**src/rtl/nfot_consts.vh**
```
// Command codes, op codes and timing constants for the NAND operation sequencer
`ifndef NFOT_CONSTS_VH
`define NFOT_CONSTS_VH

// ----------------------------------------
// Clock and conversions
// ----------------------------------------
`define NFOT_CLK_MHZ          25
// Longest waits round down
`define NFOT_US2CYC(u)        ((u)*`NFOT_CLK_MHZ)
`define NFOT_MS2CYC(m)        ((m)*1000*`NFOT_CLK_MHZ)
// Least waits round up
`define NFOT_NS2CYC_MIN(n)    (((n)*`NFOT_CLK_MHZ+999)/1000)

// ----------------------------------------
// Command bytes
// ----------------------------------------
`define NFOT_CMD_READ1        8'h00
`define NFOT_CMD_READ2        8'h30
`define NFOT_CMD_CREAD        8'h31
`define NFOT_CMD_CREAD_LAST   8'h3F
`define NFOT_CMD_COPY2        8'h3A
`define NFOT_CMD_PROG1        8'h80
`define NFOT_CMD_PROG1_MULTI  8'h81
`define NFOT_CMD_PROG_FINAL   8'h10
`define NFOT_CMD_PROG_MID     8'h11
`define NFOT_CMD_PROG_CACHE   8'h15
`define NFOT_CMD_ERASE1       8'h60
`define NFOT_CMD_ERASE2       8'hD0
`define NFOT_CMD_STATUS       8'h70
`define NFOT_CMD_RESET        8'hFF
`define NFOT_STATUS_READY_BIT 6

// ----------------------------------------
// Operation codes on the user port
// ----------------------------------------
`define NFOT_OP_RESET         3'h0
`define NFOT_OP_READ          3'h1
`define NFOT_OP_CREAD         3'h2
`define NFOT_OP_COPY_READ     3'h3
`define NFOT_OP_PROG_FINAL    3'h4
`define NFOT_OP_PROG_CACHE    3'h5
`define NFOT_OP_PROG_MID      3'h6
`define NFOT_OP_ERASE         3'h7

// ----------------------------------------
// Device times
// ----------------------------------------
`define NFOT_T_RST_READY_US   5
`define NFOT_T_RST_READ_US    5
`define NFOT_T_RST_PROG_US    10
`define NFOT_T_RST_ERASE_US   500
`define NFOT_T_W1_US          10
`define NFOT_T_W2_US          700
`define NFOT_T_ARRAY_US       25
`define NFOT_T_RCACHE_US      25
`define NFOT_T_COPY_US        30
`define NFOT_T_PROG_US        700
`define NFOT_T_ERASE_MS       5
`define NFOT_T_WB_NS          100
`define NFOT_T_WHR_NS         60
`define NFOT_PARTIAL_MAX      4

`endif

```
**src/rtl/nfot_fifo.v**
```verilog
// Parameterised synchronous FIFO with valid/ready on both sides
`timescale 1ns/1ns
`default_nettype none
module nfot_fifo #(
	parameter W  = 8,
	parameter D  = 8,
	parameter AW = 3
) (
	input  wire         clock,
	input  wire         rst,
	input  wire         in_valid,
	output wire         in_ready,
	input  wire [W-1:0] in_data,
	output wire         out_valid,
	input  wire         out_ready,
	output wire [W-1:0] out_data
);
	reg  [W-1:0] mem [0:D-1];
	reg  [AW-1:0] wr_ptr;
	reg  [AW-1:0] rd_ptr;
	reg  [AW:0]   fill;
	wire          push;
	wire          pop;

	// Honest full and empty from the fill count
	assign in_ready  = (fill != D[AW:0]);
	assign out_valid = (fill != {(AW+1){1'b0}});
	assign out_data  = mem[rd_ptr];
	assign push      = in_valid & in_ready;
	assign pop       = out_valid & out_ready;

	// Pointers wrap at the depth
	always @(posedge clock) begin
		if (rst) begin
			wr_ptr <= {AW{1'b0}};
			rd_ptr <= {AW{1'b0}};
			fill   <= {(AW+1){1'b0}};
		end else begin
			if (push) begin
				wr_ptr <= (wr_ptr == D[AW-1:0] - 1'b1) ? {AW{1'b0}} : wr_ptr + 1'b1;
			end
			if (pop) begin
				rd_ptr <= (rd_ptr == D[AW-1:0] - 1'b1) ? {AW{1'b0}} : rd_ptr + 1'b1;
			end
			fill <= fill + {{AW{1'b0}}, push} - {{AW{1'b0}}, pop};
		end
	end

	// Storage write
	always @(posedge clock) begin
		if (push) begin
			mem[wr_ptr] <= in_data;
		end
	end
endmodule
`default_nettype wire

```
**src/rtl/nfot_host.v**
```verilog
// Host sequencer driving an asynchronous 8-bit NAND flash through its pins
// What this block does
// - At most four successive partial programs on one page, until any erase
// - After 80h-15h end poll status, then FFh
// - Multi-page cache series ends 81h then 10h
// - After 81h-15h end poll status, then FFh
// - Command latched on write rise, CLE high
`timescale 1ns/1ns
`default_nettype none
`include "nfot_consts.vh"
module nfot_host #(
	parameter [16:0] PROG_CYC      = `NFOT_US2CYC(`NFOT_T_PROG_US),
	parameter [16:0] W2_CYC        = `NFOT_US2CYC(`NFOT_T_W2_US),
	parameter [16:0] ERASE_CYC     = `NFOT_MS2CYC(`NFOT_T_ERASE_MS),
	parameter [16:0] RST_ERASE_CYC = `NFOT_US2CYC(`NFOT_T_RST_ERASE_US),
	parameter        FIFO_DEPTH    = 8,
	parameter        FIFO_AW       = 3
) (
	input  wire        clock,
	input  wire        rst,
	input  wire        op_valid,
	output wire        op_ready,
	input  wire [2:0]  op_code,
	input  wire        op_multi,
	input  wire        op_last,
	input  wire [39:0] op_addr,
	input  wire [12:0] op_len,
	input  wire        wr_valid,
	output wire        wr_ready,
	input  wire [7:0]  wr_data,
	output reg  [7:0]  rd_data,
	output reg         rd_valid,
	output reg         done,
	output reg         err_timeout,
	output reg         err_partial,
	output reg         flash_ce_n,
	output reg         flash_cle,
	output reg         flash_ale,
	output reg         flash_we_n,
	output reg         read_strobe_n,
	output reg         flash_wp_n,
	output reg  [7:0]  flash_io_out,
	output reg         flash_io_oe,
	input  wire [7:0]  flash_io_in,
	input  wire        ready_busy_out
);
	// ----------------------------------------
	// Constants and states
	// ----------------------------------------
	localparam [16:0] TR_CYC    = `NFOT_US2CYC(`NFOT_T_ARRAY_US);
	localparam [16:0] R1_CYC    = `NFOT_US2CYC(`NFOT_T_RCACHE_US);
	localparam [16:0] R2_CYC    = `NFOT_US2CYC(`NFOT_T_COPY_US);
	localparam [16:0] W1_CYC    = `NFOT_US2CYC(`NFOT_T_W1_US);
	localparam [16:0] RST5_CYC  = `NFOT_US2CYC(`NFOT_T_RST_READY_US);
	localparam [16:0] RSTR_CYC  = `NFOT_US2CYC(`NFOT_T_RST_READ_US);
	localparam [16:0] RST10_CYC = `NFOT_US2CYC(`NFOT_T_RST_PROG_US);
	localparam [16:0] WB_CYC    = `NFOT_NS2CYC_MIN(`NFOT_T_WB_NS);
	localparam [16:0] WHR_CYC   = `NFOT_NS2CYC_MIN(`NFOT_T_WHR_NS);
	localparam [2:0]  PMAX      = `NFOT_PARTIAL_MAX;
	localparam [3:0] S_IDLE = 4'h0, S_CMD1 = 4'h1, S_ADDR = 4'h2, S_DATA = 4'h3;
	localparam [3:0] S_CMD2 = 4'h4, S_WB = 4'h5, S_BUSY = 4'h6, S_WHR = 4'h7;
	localparam [3:0] S_READ = 4'h8, S_PCMD = 4'h9, S_PWAIT = 4'hA, S_PRD = 4'hB;
	localparam [3:0] S_DONE = 4'hC;
	localparam [1:0] K_OTHER = 2'h0, K_PROG = 2'h1, K_ERASE = 2'h2;

	// Program operations share the data path
	function is_prog;
		input [2:0] op;
		begin
			is_prog = (op == `NFOT_OP_PROG_FINAL) || (op == `NFOT_OP_PROG_CACHE) || (op == `NFOT_OP_PROG_MID);
		end
	endfunction

	reg  [3:0]  state;
	reg  [1:0]  ph;
	reg  [16:0] cnt;
	reg  [12:0] idx;
	reg  [2:0]  op_q;
	reg         multi_q;
	reg         last_q;
	reg  [39:0] addr_q;
	reg  [12:0] len_q;
	reg         drain;
	reg         series_open;
	reg  [1:0]  last_kind;
	reg  [23:0] last_row;
	reg  [2:0]  pcount;
	reg         rb_s1;
	reg         rb_s2;
	reg         rb_s3;
	reg         rb;
	reg         ready_at_op;
	reg  [2:0]  jop;
	reg  [7:0]  d_c1;
	reg  [7:0]  d_c2;
	reg         d_addr;
	reg  [2:0]  d_astart;
	reg         d_c2_en;
	reg         d_read;
	reg  [16:0] d_tmo;
	reg  [7:0]  byte_out;
	wire        wr_state;
	wire        rd_state;
	wire        stall;
	wire        fifo_valid;
	wire [7:0]  fifo_data;
	wire        fifo_pop;

	// ----------------------------------------
	// Write data buffer
	// ----------------------------------------
	nfot_fifo #(.W(8), .D(FIFO_DEPTH), .AW(FIFO_AW)) u_wbuf (
		.clock     (clock),
		.rst       (rst),
		.in_valid  (wr_valid),
		.in_ready  (wr_ready),
		.in_data   (wr_data),
		.out_valid (fifo_valid),
		.out_ready (fifo_pop),
		.out_data  (fifo_data)
	);

	assign op_ready = (state == S_IDLE);
	assign wr_state = (state == S_CMD1) || (state == S_ADDR) || (state == S_DATA) || (state == S_CMD2) || (state == S_PCMD);
	assign rd_state = (state == S_READ) || (state == S_PRD);
	assign stall    = (state == S_DATA) && (ph == 2'h0) && !fifo_valid;
	assign fifo_pop = (state == S_DATA) && (ph == 2'h2);

	// ----------------------------------------
	// Ready/busy synchroniser
	// ----------------------------------------
	// Busy level filtered
	always @(posedge clock) begin
		if (rst) begin
			rb_s1 <= 1'b0;
			rb_s2 <= 1'b0;
			rb_s3 <= 1'b0;
			rb    <= 1'b0;
		end else begin
			rb_s1 <= ready_busy_out;
			rb_s2 <= rb_s1;
			rb_s3 <= rb_s2;
			if (rb_s2 == rb_s3) begin
				rb <= rb_s3;
			end
		end
	end

	// ----------------------------------------
	// Job decode
	// ----------------------------------------
	always @*
	begin
		jop      = drain ? `NFOT_OP_RESET : op_q;
		d_c1     = multi_q ? `NFOT_CMD_PROG1_MULTI : `NFOT_CMD_PROG1;
		d_c2     = `NFOT_CMD_PROG_FINAL;
		d_addr   = 1'b1;
		d_astart = 3'h0;
		d_c2_en  = 1'b1;
		d_read   = 1'b0;
		d_tmo    = PROG_CYC;
		case (jop)
			`NFOT_OP_RESET: begin
				d_c1    = `NFOT_CMD_RESET;
				d_addr  = 1'b0;
				d_c2_en = 1'b0;
				d_tmo   = ready_at_op ? RST5_CYC : (last_kind == K_ERASE) ? RST_ERASE_CYC :
					(last_kind == K_PROG) ? RST10_CYC : RSTR_CYC;
			end
			`NFOT_OP_READ: begin
				d_c1   = `NFOT_CMD_READ1;
				d_c2   = `NFOT_CMD_READ2;
				d_read = 1'b1;
				d_tmo  = TR_CYC;
			end
			`NFOT_OP_CREAD: begin
				d_c1    = last_q ? `NFOT_CMD_CREAD_LAST : `NFOT_CMD_CREAD;
				d_addr  = 1'b0;
				d_c2_en = 1'b0;
				d_read  = 1'b1;
				d_tmo   = R1_CYC;
			end
			`NFOT_OP_COPY_READ: begin
				d_c1   = `NFOT_CMD_READ1;
				d_c2   = `NFOT_CMD_COPY2;
				d_read = 1'b1;
				d_tmo  = R2_CYC;
			end
			`NFOT_OP_PROG_FINAL: begin
				d_tmo = PROG_CYC;
			end
			`NFOT_OP_PROG_CACHE: begin
				d_c2  = `NFOT_CMD_PROG_CACHE;
				d_tmo = W2_CYC;
			end
			`NFOT_OP_PROG_MID: begin
				d_c2  = `NFOT_CMD_PROG_MID;
				d_tmo = W1_CYC;
			end
			default: begin
				d_c1     = `NFOT_CMD_ERASE1;
				d_c2     = `NFOT_CMD_ERASE2;
				d_astart = 3'h2;
				d_tmo    = ERASE_CYC;
			end
		endcase
		case (state)
			S_CMD1:  byte_out = d_c1;
			S_ADDR:  byte_out = addr_q[{idx[2:0], 3'h0} +: 8];
			S_DATA:  byte_out = fifo_data;
			S_CMD2:  byte_out = d_c2;
			S_PCMD:  byte_out = `NFOT_CMD_STATUS;
			default: byte_out = 8'h00;
		endcase
	end

	// ----------------------------------------
	// Pin drivers, registered
	// ----------------------------------------
	// Command byte with CLE high around write rise
	always @(posedge clock) begin
		if (rst) begin
			flash_ce_n    <= 1'b1;
			flash_cle     <= 1'b0;
			flash_ale     <= 1'b0;
			flash_we_n    <= 1'b1;
			read_strobe_n <= 1'b1;
			flash_wp_n    <= 1'b0;
			flash_io_out  <= 8'h00;
			flash_io_oe   <= 1'b0;
		end else begin
			flash_ce_n    <= (state == S_IDLE) || (state == S_DONE);
			flash_cle     <= (state == S_CMD1) || (state == S_CMD2) || (state == S_PCMD);
			flash_ale     <= (state == S_ADDR);
			flash_we_n    <= !(wr_state && (ph == 2'h1));
			// Equal one-cycle low and high intervals, sample while low
			read_strobe_n <= !(rd_state && (ph == 2'h0));
			flash_wp_n    <= 1'b1;
			flash_io_out  <= wr_state ? byte_out : 8'h00;
			flash_io_oe   <= wr_state;
		end
	end

	// ----------------------------------------
	// Sequencer
	// ----------------------------------------
	always @(posedge clock) begin
		if (rst) begin
			state       <= S_IDLE;
			ph          <= 2'h0;
			cnt         <= 17'h00000;
			idx         <= 13'h0000;
			op_q        <= `NFOT_OP_RESET;
			multi_q     <= 1'b0;
			last_q      <= 1'b0;
			addr_q      <= 40'h0000000000;
			len_q       <= 13'h0000;
			drain       <= 1'b0;
			series_open <= 1'b0;
			last_kind   <= K_OTHER;
			last_row    <= 24'h000000;
			pcount      <= 3'h0;
			ready_at_op <= 1'b0;
			rd_data     <= 8'h00;
			rd_valid    <= 1'b0;
			done        <= 1'b0;
			err_timeout <= 1'b0;
			err_partial <= 1'b0;
		end else begin
			rd_valid    <= 1'b0;
			done        <= (state == S_DONE);
			err_timeout <= 1'b0;
			err_partial <= 1'b0;
			// Strobe phase: three for writes, two for reads
			if (wr_state) begin
				ph <= (ph == 2'h2) ? 2'h0 : (stall ? ph : ph + 2'h1);
			end else if (rd_state) begin
				ph <= (ph == 2'h1) ? 2'h0 : 2'h1;
			end else begin
				ph <= 2'h0;
			end
			case (state)
				S_IDLE: begin
					cnt <= 17'h00000;
					idx <= 13'h0000;
					if (op_valid) begin
						op_q    <= op_code;
						multi_q <= op_multi;
						last_q  <= op_last;
						addr_q  <= op_addr;
						len_q   <= op_len;
						// Device state before our own command, for the reset bound
						ready_at_op <= rb;
						if (is_prog(op_code) && (op_addr[39:16] == last_row) && (pcount == PMAX)) begin
							err_partial <= 1'b1;
							state       <= S_DONE;
						end else begin
							if (is_prog(op_code)) begin
								last_row <= op_addr[39:16];
								pcount   <= (op_addr[39:16] == last_row) ? pcount + 3'h1 : 3'h1;
							end else if (op_code == `NFOT_OP_ERASE) begin
								pcount <= 3'h0;
							end
							// Open cache series is drained first
							state <= (series_open && !is_prog(op_code)) ? S_PCMD : S_CMD1;
						end
					end
				end
				S_CMD1: begin
					if (ph == 2'h2) begin
						idx   <= {10'h000, d_astart};
						state <= d_addr ? S_ADDR : (d_c2_en ? S_CMD2 : S_WB);
					end
				end
				S_ADDR: begin
					if (ph == 2'h2) begin
						idx <= 13'h0000;
						if (idx[2:0] != 3'h4) begin
							idx <= idx + 13'h0001;
						end else if (is_prog(jop) && (len_q != 13'h0000)) begin
							state <= S_DATA;
						end else begin
							state <= S_CMD2;
						end
					end
				end
				S_DATA: begin
					if (ph == 2'h2) begin
						idx <= idx + 13'h0001;
						if (idx == len_q - 13'h0001) begin
							state <= S_CMD2;
						end
					end
				end
				S_CMD2: begin
					if (ph == 2'h2) begin
						state     <= S_WB;
						last_kind <= is_prog(jop) ? K_PROG : (jop == `NFOT_OP_ERASE) ? K_ERASE : K_OTHER;
					end
				end
				S_WB: begin
					cnt <= cnt + 17'h00001;
					// Busy onset plus synchroniser depth, so a stale ready is never seen
					if (cnt == WB_CYC + 17'h00002) begin
						cnt   <= 17'h00000;
						state <= S_BUSY;
					end
				end
				// Wait for ready with bounded timeout
				S_BUSY: begin
					cnt <= cnt + 17'h00001;
					if (rb) begin
						cnt <= 17'h00000;
						idx <= 13'h0000;
						if (drain) begin
							drain       <= 1'b0;
							series_open <= 1'b0;
							state       <= S_CMD1;
						end else begin
							series_open <= (op_q == `NFOT_OP_PROG_CACHE);
							state       <= d_read ? S_WHR : S_DONE;
						end
					end else if (cnt == d_tmo) begin
						err_timeout <= 1'b1;
						drain       <= 1'b0;
						state       <= S_DONE;
					end
				end
				S_WHR, S_PWAIT: begin
					cnt <= cnt + 17'h00001;
					if (cnt == WHR_CYC - 17'h00001) begin
						cnt   <= 17'h00000;
						state <= (state == S_WHR) ? S_READ : S_PRD;
					end
				end
				S_READ: begin
					if (ph == 2'h1) begin
						rd_data  <= flash_io_in;
						rd_valid <= 1'b1;
						idx      <= idx + 13'h0001;
						if (idx == len_q - 13'h0001) begin
							state <= S_DONE;
						end
					end
				end
				S_PCMD: begin
					if (ph == 2'h2) begin
						state <= S_PWAIT;
					end
				end
				S_PRD: begin
					cnt <= cnt + 17'h00001;
					if ((ph == 2'h1) && flash_io_in[`NFOT_STATUS_READY_BIT]) begin
						cnt   <= 17'h00000;
						drain <= 1'b1;
						state <= S_CMD1;
					end else if (cnt >= W2_CYC) begin
						err_timeout <= 1'b1;
						state       <= S_DONE;
					end
				end
				S_DONE: begin
					state <= S_IDLE;
				end
				default: begin
					state <= S_IDLE;
				end
			endcase
		end
	end
endmodule
`default_nettype wire

```
**config.mk**
```make
export PLATFORM = sky130hd
export DESIGN_NAME = nfot_host
export DESIGN_NICKNAME = d
export VERILOG_FILES = /design/src/rtl/nfot_fifo.v /design/src/rtl/nfot_host.v
export VERILOG_INCLUDE_DIRS = /design/src /design/src/rtl
export SDC_FILE = /design/constraint.sdc
export NUM_CORES = 1
export LEC_CHECK = 0
export BUFFER_PORTS_ARGS = -buffer_cell sky130_fd_sc_hd__buf_2
export CORE_MARGIN = 3
export CORE_UTILIZATION = 55
export CTS_CLUSTER_DIAMETER = 50
export DETAILED_ROUTE_END_ITERATION = 12
export PLACE_DENSITY = 0.83
export SLEW_MARGIN = 20
export SYNTH_ARGS = -nofsm -noshare
export SYNTH_HDL_FRONTEND = slang
export SYNTH_SLANG_ARGS = --single-unit
```
**constraint.sdc**
```tcl
create_clock -name clock -period 3.73 [get_ports clock]
set_input_delay 0.746 -clock clock [delete_from_list [all_inputs] [get_ports clock]]
set_output_delay 0.746 -clock clock [all_outputs]
set_load 0.005 [all_outputs]
```
# After elaboration in Yosys (flattened, before gate mapping)
# Memories as Yosys holds them, arrays and structs flattened. A register that Yosys moved wholly into a read port is not among the register bits.
# Index checks and enable logic that the tools add are counted.
totals:
  reg_bits: 167
  ram_bits: 64
  in_bits: 79
  out_inout_bits: 29
  word_cells: 243
  n_memories: 1
op_classes:
  n_addsub: 9
  magnitude_cmp: 1
  eq_ne: 56
  shifts: 1
  muxes: 77
  n_bitwise: 7
  n_reduce_logical: 56
memory_table:
  columns: ["name", "depth", "width", "rd", "rd_clocked_by_memory_dff", "write_ports", "line", "source"]
  rows:
  - ["u_wbuf.mem", 8, 8, 1, 1, 1, "nfot_fifo.v:18", "reg [W-1:0] mem [0:D-1];"]
ops:
  columns: ["op", "n"]
  rows:
  - ["17-bit one-hot mux with 5 select lines", 2]
  - ["4-bit two-way mux", 21]
  - ["8-bit one-hot mux with 5 select lines", 2]
  - ["13-bit two-way mux", 6]
  - ["13-bit one-hot mux with 6 select lines", 1]
  - ["17-bit two-way mux", 4]
  - ["4-bit one-hot mux with 11 select lines", 1]
  - ["40-bit by 7-bit variable part select with 8-bit output", 1]
  - ["3-bit == test, second input constant", 12]
  - ["8-bit one-hot mux with 4 select lines", 1]
  - ["3-bit two-way mux", 10]
  - ["14-bit two-way mux", 2]
  - ["24-bit == test", 1]
  - ["4-bit == test, second input constant", 5]
  - ["2-bit by 1-bit != test with 1-bit output, second input constant", 9]
  - ["17-bit by 1-bit adder with 17-bit output, second input constant", 1]
  - ["17-bit by 1-bit == test with 1-bit output, second input constant", 1]
  - ["17-bit == test", 1]
  - ["17-bit by 3-bit == test with 1-bit output, second input constant", 1]
  - ["17-bit by 15-bit >= comparator with 1-bit output, second input constant", 1]
  - ["1-bit two-way mux", 17]
  - ["4-bit by 3-bit == test with 1-bit output, second input constant", 4]
  - ["2-bit two-way mux", 7]
  - ["14-bit AND reduction", 1]
  - ["41 further kinds", 95]

# Depth between registers and ports, before layout
logic_depth:
  word_depth: 9
  depth_mapped: 13
  ltp_nobuf: 12

# Modules after synthesis
# Synthesis repeated with hierarchy kept, for this count alone.
hier_totals:
  hier_cells: 1175
  hier_area_um2: 11257.0
by_module_without_submodules:
  columns: ["mod", "n_inst", "cells_per_inst", "area_each_um2", "seq_area_each_um2"]
  rows:
  - ["nfot_host", 1, 1006, 8069.0, 3143.0]
  - ["nfot_fifo", 1, 169, 3188.1, 2182.1]

# Least setup slack after synthesis
# OpenSTA, ideal clock, no wires.
synth_timing:
  path_kind: "register to register"
  from: "register len_q[4]"
  to: "register state[1]"
  setup_ps: 121
  t_arrival_ps: 2692
  t_required_ps: 3609
  setup_slack_ps: 917
  stages_incl_launch_ff: 9
  path_buffers: 1
  synth_period_minus_slack_ps: 2813
  cell_sequence: "dfxtp_1 buf_6 or4_4 or4b_4 o31ai_1 nand4_1 o31a_1 or3_4 mux2_4"
synth_between:
  elab_chain_len: 6
  word_cells_on_any_way: 11
  classes_between: "add/sub: 1; eq/ne: 3; mux: 4; reduce/logical: 3"
synth_lines:
  columns: ["item", "line", "source"]
  rows:
  - ["start: declaration", "nfot_host.v:82", "reg [12:0] len_q;"]
  - ["start signal: assignment", "nfot_host.v:291", "len_q <= op_len;"]
  - ["parallel branches: the longest is 6 deep, another holds 13-bit by 1-bit subtractor with 13-bit output", null, null]
  - ["end signal: assignment", "nfot_host.v:305", "state <= (series_open && !is_prog(op_code)) ? S_PCMD : S_CMD1;"]
  - ["end signal: assignment", "nfot_host.v:312", "state <= d_addr ? S_ADDR : (d_c2_en ? S_CMD2 : S_WB);"]
  - ["end signal: assignment", "nfot_host.v:361", "state <= d_read ? S_WHR : S_DONE;"]
  - ["end: declaration", "nfot_host.v:74", "reg [3:0] state;"]
# Parallel ways; which one is timed is not known. The select of a mux whose other input is x is not followed.
# A chain may end at the register's enable or synchronous reset.

# Final worst setup path
layout_timing:
  from: "register op_q[2]"
  to: "register state[1]"
layout_between:
  elab_chain_len: 9
  word_cells_on_any_way: 29
  classes_between: "eq/ne: 8; mux: 12; reduce/logical: 9"
layout_lines:
  columns: ["item", "line", "source"]
  rows:
  - ["start: declaration", "nfot_host.v:78", "reg [2:0] op_q;"]
  - ["start signal: assignment", "nfot_host.v:253", "op_q <= `NFOT_OP_RESET;"]
  - ["start signal: assignment", "nfot_host.v:287", "op_q <= op_code;"]
  - ["3-bit two-way mux (*)", "nfot_host.v:154", "jop = drain ? `NFOT_OP_RESET : op_q;"]
  - ["parallel branches: the longest is 8 deep, another holds 17-bit one-hot mux with 5 select lines", null, null]
# Mark *: on every way between the ends. The select of a mux whose other input is x is not followed.

==> impl_metrics.yaml <==
timing:
  worst_slew_pin_slew_ns: 1.03
  rsz0062_at_grt: "false"
  hold_viol_final: 0
  fin_crit_ns: 3.25
  drv_slew: 0
  fmaxAchievable_mhz: 308
  setup_viol: 0
  final.setup_skew_ns: 0.0181
  setup_tns_ns: 0
  fin_crit_sh: 0.871
  relSlewSlack: 0.311
synthesis:
  post_synth_num_cell_types: 67
  ys_seq_elements: 234
  synth.most_common_cell: "nand2_1"
  syn_nets: 1252
  synthFlopType: "dfxtp_1"
  synthTopCellsByCount: "176 x nand2_1, 170 x dfxtp_1, 127 x nor2_1, 111 x a21oi_1, 64 x edfxtp_1"
  yosysTopAreaCellShare: 0.312
  ys_async_sr_fraction: 0
  synthCells: 1152
  synth_area_sq_mm: 0.0109
  synth-edff-count: 64
  synth_area_leader_cell: "dfxtp_1"
  ys_warn_count: 0
  syn-mean-instance-area_sq_um: 9.47
  yosysSeqAreaShare: 0.488
  netlist_top_cells_area: "dfxtp_1 31%, edfxtp_1 18%, nand2_1 6.1%"
setup_path:
  cp_max_fo: 18
  endpoint_kind: "register"
  ff2ff_path_depth: 8
  max_stage_delay_ns: 0.72
  crit_arrival_ns: 3.69
  worst_setup_path_startpoint: "op_q[2]"
  rr_endpoint: "state[1]"
  crit_type: "register to register"
  rrSetupSlack_ns: 0.48
  cp.required_ns: 4.17
  critPathSlowestCell: "dfxtp_1"
  crit_chain: "nor2b_1, a22oi_1, o21ai_0, xor2_1, nor4_1, a21boi_0, or3_4, mux2_4"
  reg2reg_from: "op_q[2]"
  cp-start-kind: "register"
worst_hold_path:
  hold_start: "ready_busy_out"
  whs_path_depth: 2
  min_to: "rb_s1"
  hold_path_class: "input pin to register"
route:
  vias_per_cell: 5.91
  routed_wirelength_microns: 27100
  num_vias: 8989
  drt_iter0_drc: 918
  route.detailed.drc: 0
  ant_nets: 0
  drtPass1Iterations: 5
  wire_per_inst_microns: 17.8
power:
  powerDensity_mw_per_mm2: 620
  p_leak_uw: 0.00476
  max-vdd-ir-drop_v: 0.000423
clock_network:
  worstSkewPairLatency_ns: 0.56
  postCtsHoldBufs: 0
  cts_resized: 0
  root_buffer: "clkbuf_16"
  cts_tree: "done"
  clockBufferDepth: 3
  htree_levels: 1
  clkSinkCount: 234
  cts_made_buffers: 28
  cts_setup_buffers: 0
  path_clk_slew_ns: 0.07
place:
  gp_congestion: 0.927
  port_buffers: 107
  dp_hpwl_microns: 18600
  place_area_sq_mm: 0.0117
die:
  die_x_microns: 147
  core_sq_mm: 0.0191
  start_util: 0.572
  die_area_sq_mm: 0.0216
  fp.dieH_microns: 147
  num_rows: 50
  ios: 108
global_routing:
  grt_pass1_vias: 8399
  overflow: 0
  grt_pass1_wl_microns: 43100
  track_usage: 0.243
  grt_max_degree: 71
  antenna_found_initial: 1
run:
  drv_cap: 0
cells_and_area:
  drive_above_1_share: 0.167
  area_delta_synth_final_pct: 15.9
  fillers: 1452
  fin_nets: 1338
  fin_area_sq_mm: 0.0127
run_status:
  outcome: "completed"
## kinds of logic (layout without fill, tap and decap cells)
| kind of cell | after synthesis | in the layout | share of synthesized area |
|---|---|---|---|
| DFF | 234 | 234 | 0.488 |
| muxes | 69 | 69 | 0.0914 |
| xor gates and xnor gates | 71 | 71 | 0.0570 |
| and+or+nand+nor | 442 | 442 | 0.184 |
| other | 0 | 1 | 0 |
| adders and majority gates | 21 | 21 | 0.0248 |
| AOI/OAI and AO/OA | 217 | 217 | 0.120 |
| buffers and inverters | 98 | 206 | 0.0347 |
## layout make-up
| class | count | area [sq um] | share of cell area |
|---|---|---|---|
| Timing Repair Buffer | 123 | 658 | 0.0520 |
| Antenna cell | 1 | 2.50 | 0.000198 |
| Sequential cell | 234 | 5330 | 0.421 |
| Clock inverter | 13 | 179 | 0.0141 |
| Inverter | 31 | 116 | 0.00920 |
| Multi-Input combinational cell | 820 | 5230 | 0.413 |
| Tap cell | 260 | 325 | 0.0257 |
| Clock buffer | 39 | 815 | 0.0644 |
## worst max-delay path: cells and delay by family (launching register included)
kind	cells	cell delay [ns]
DFF	1	0.72
muxes	1	0.30
AOI/OAI and AO/OA	3	0.66
and+or+nand+nor	3	1.36
xor gates and xnor gates	1	0.10
## per-layer routing
layer | track usage | vias to the layer above | wire length (microns) | part of all wire
met1 | 0.323 | 4238 | 11300 | 0.42
met3 | 0.0423 | 85 | 2030 | 0.075
met2 | 0.396 | 418 | 12600 | 0.47
met5 | 0 | - | 0 | 0
li1 | - | 4248 | - | -
met4 | 0.101 | 0 | 1140 | 0.042
## stage by stage
stage                     std cells  setup slack, ns  power, uW   util  hold WS (ns)
final                          1521            0.482       7840  0.663         0.424
after global routing           1521            0.257       8200  0.663         0.426
after CTS                      1520            0.546       7840  0.663         0.407
after detailed placement       1468            0.556       5050  0.611         0.437
after global placement         1468            0.666       4990  0.611         0.427
after floorplan                1152            0.917       4480      -         0.414
## report_power, final
part           internal (uW)  switching (uW)
sequential              2860             220
clock                   1640            1150
combinational            753            1220
total                   5260            2590
## state kept, by name (all words and copies together), names as in the netlist, 8 cells and up, named ones only
name          flops
u_wbuf.mem       64
addr_q           40
last_row         24
cnt              17
idx              13
len_q            13
flash_io_out      8
rd_data           8
## worst max-delay path by stage
| stage | endpoint | slack (ns) | depth (start not counted) |
|---|---|---|---|
| after floorplan | state[1] | 0.92 | 8 |
| after global placement | state[1] | 0.67 | 8 |
| after detailed placement | state[1] | 0.56 | 8 |
| after CTS | state[1] | 0.55 | 8 |
| after global routing | state[1] | 0.26 | 8 |
| final | state[1] | 0.48 | 8 |
## cells in the final DEF, fill, tap and decap left out, types with 24 or more instances in the layout
cell type / synthesis / routed
a21oi_1: 111 / 110
buf_2: 3 / 106
clkbuf_16: 0 / 29
dfxtp_1: 170 / 170
edfxtp_1: 64 / 64
inv_1: 29 / 29
mux2i_1: 43 / 43
mux4_2: 24 / 24
nand2_1: 176 / 175
nand3_1: 25 / 25
nor2_1: 127 / 127
nor3_1: 25 / 25
o21ai_0: 25 / 25
xnor2_1: 24 / 24
xor2_1: 47 / 47
(Power assumes the default switching activity.)
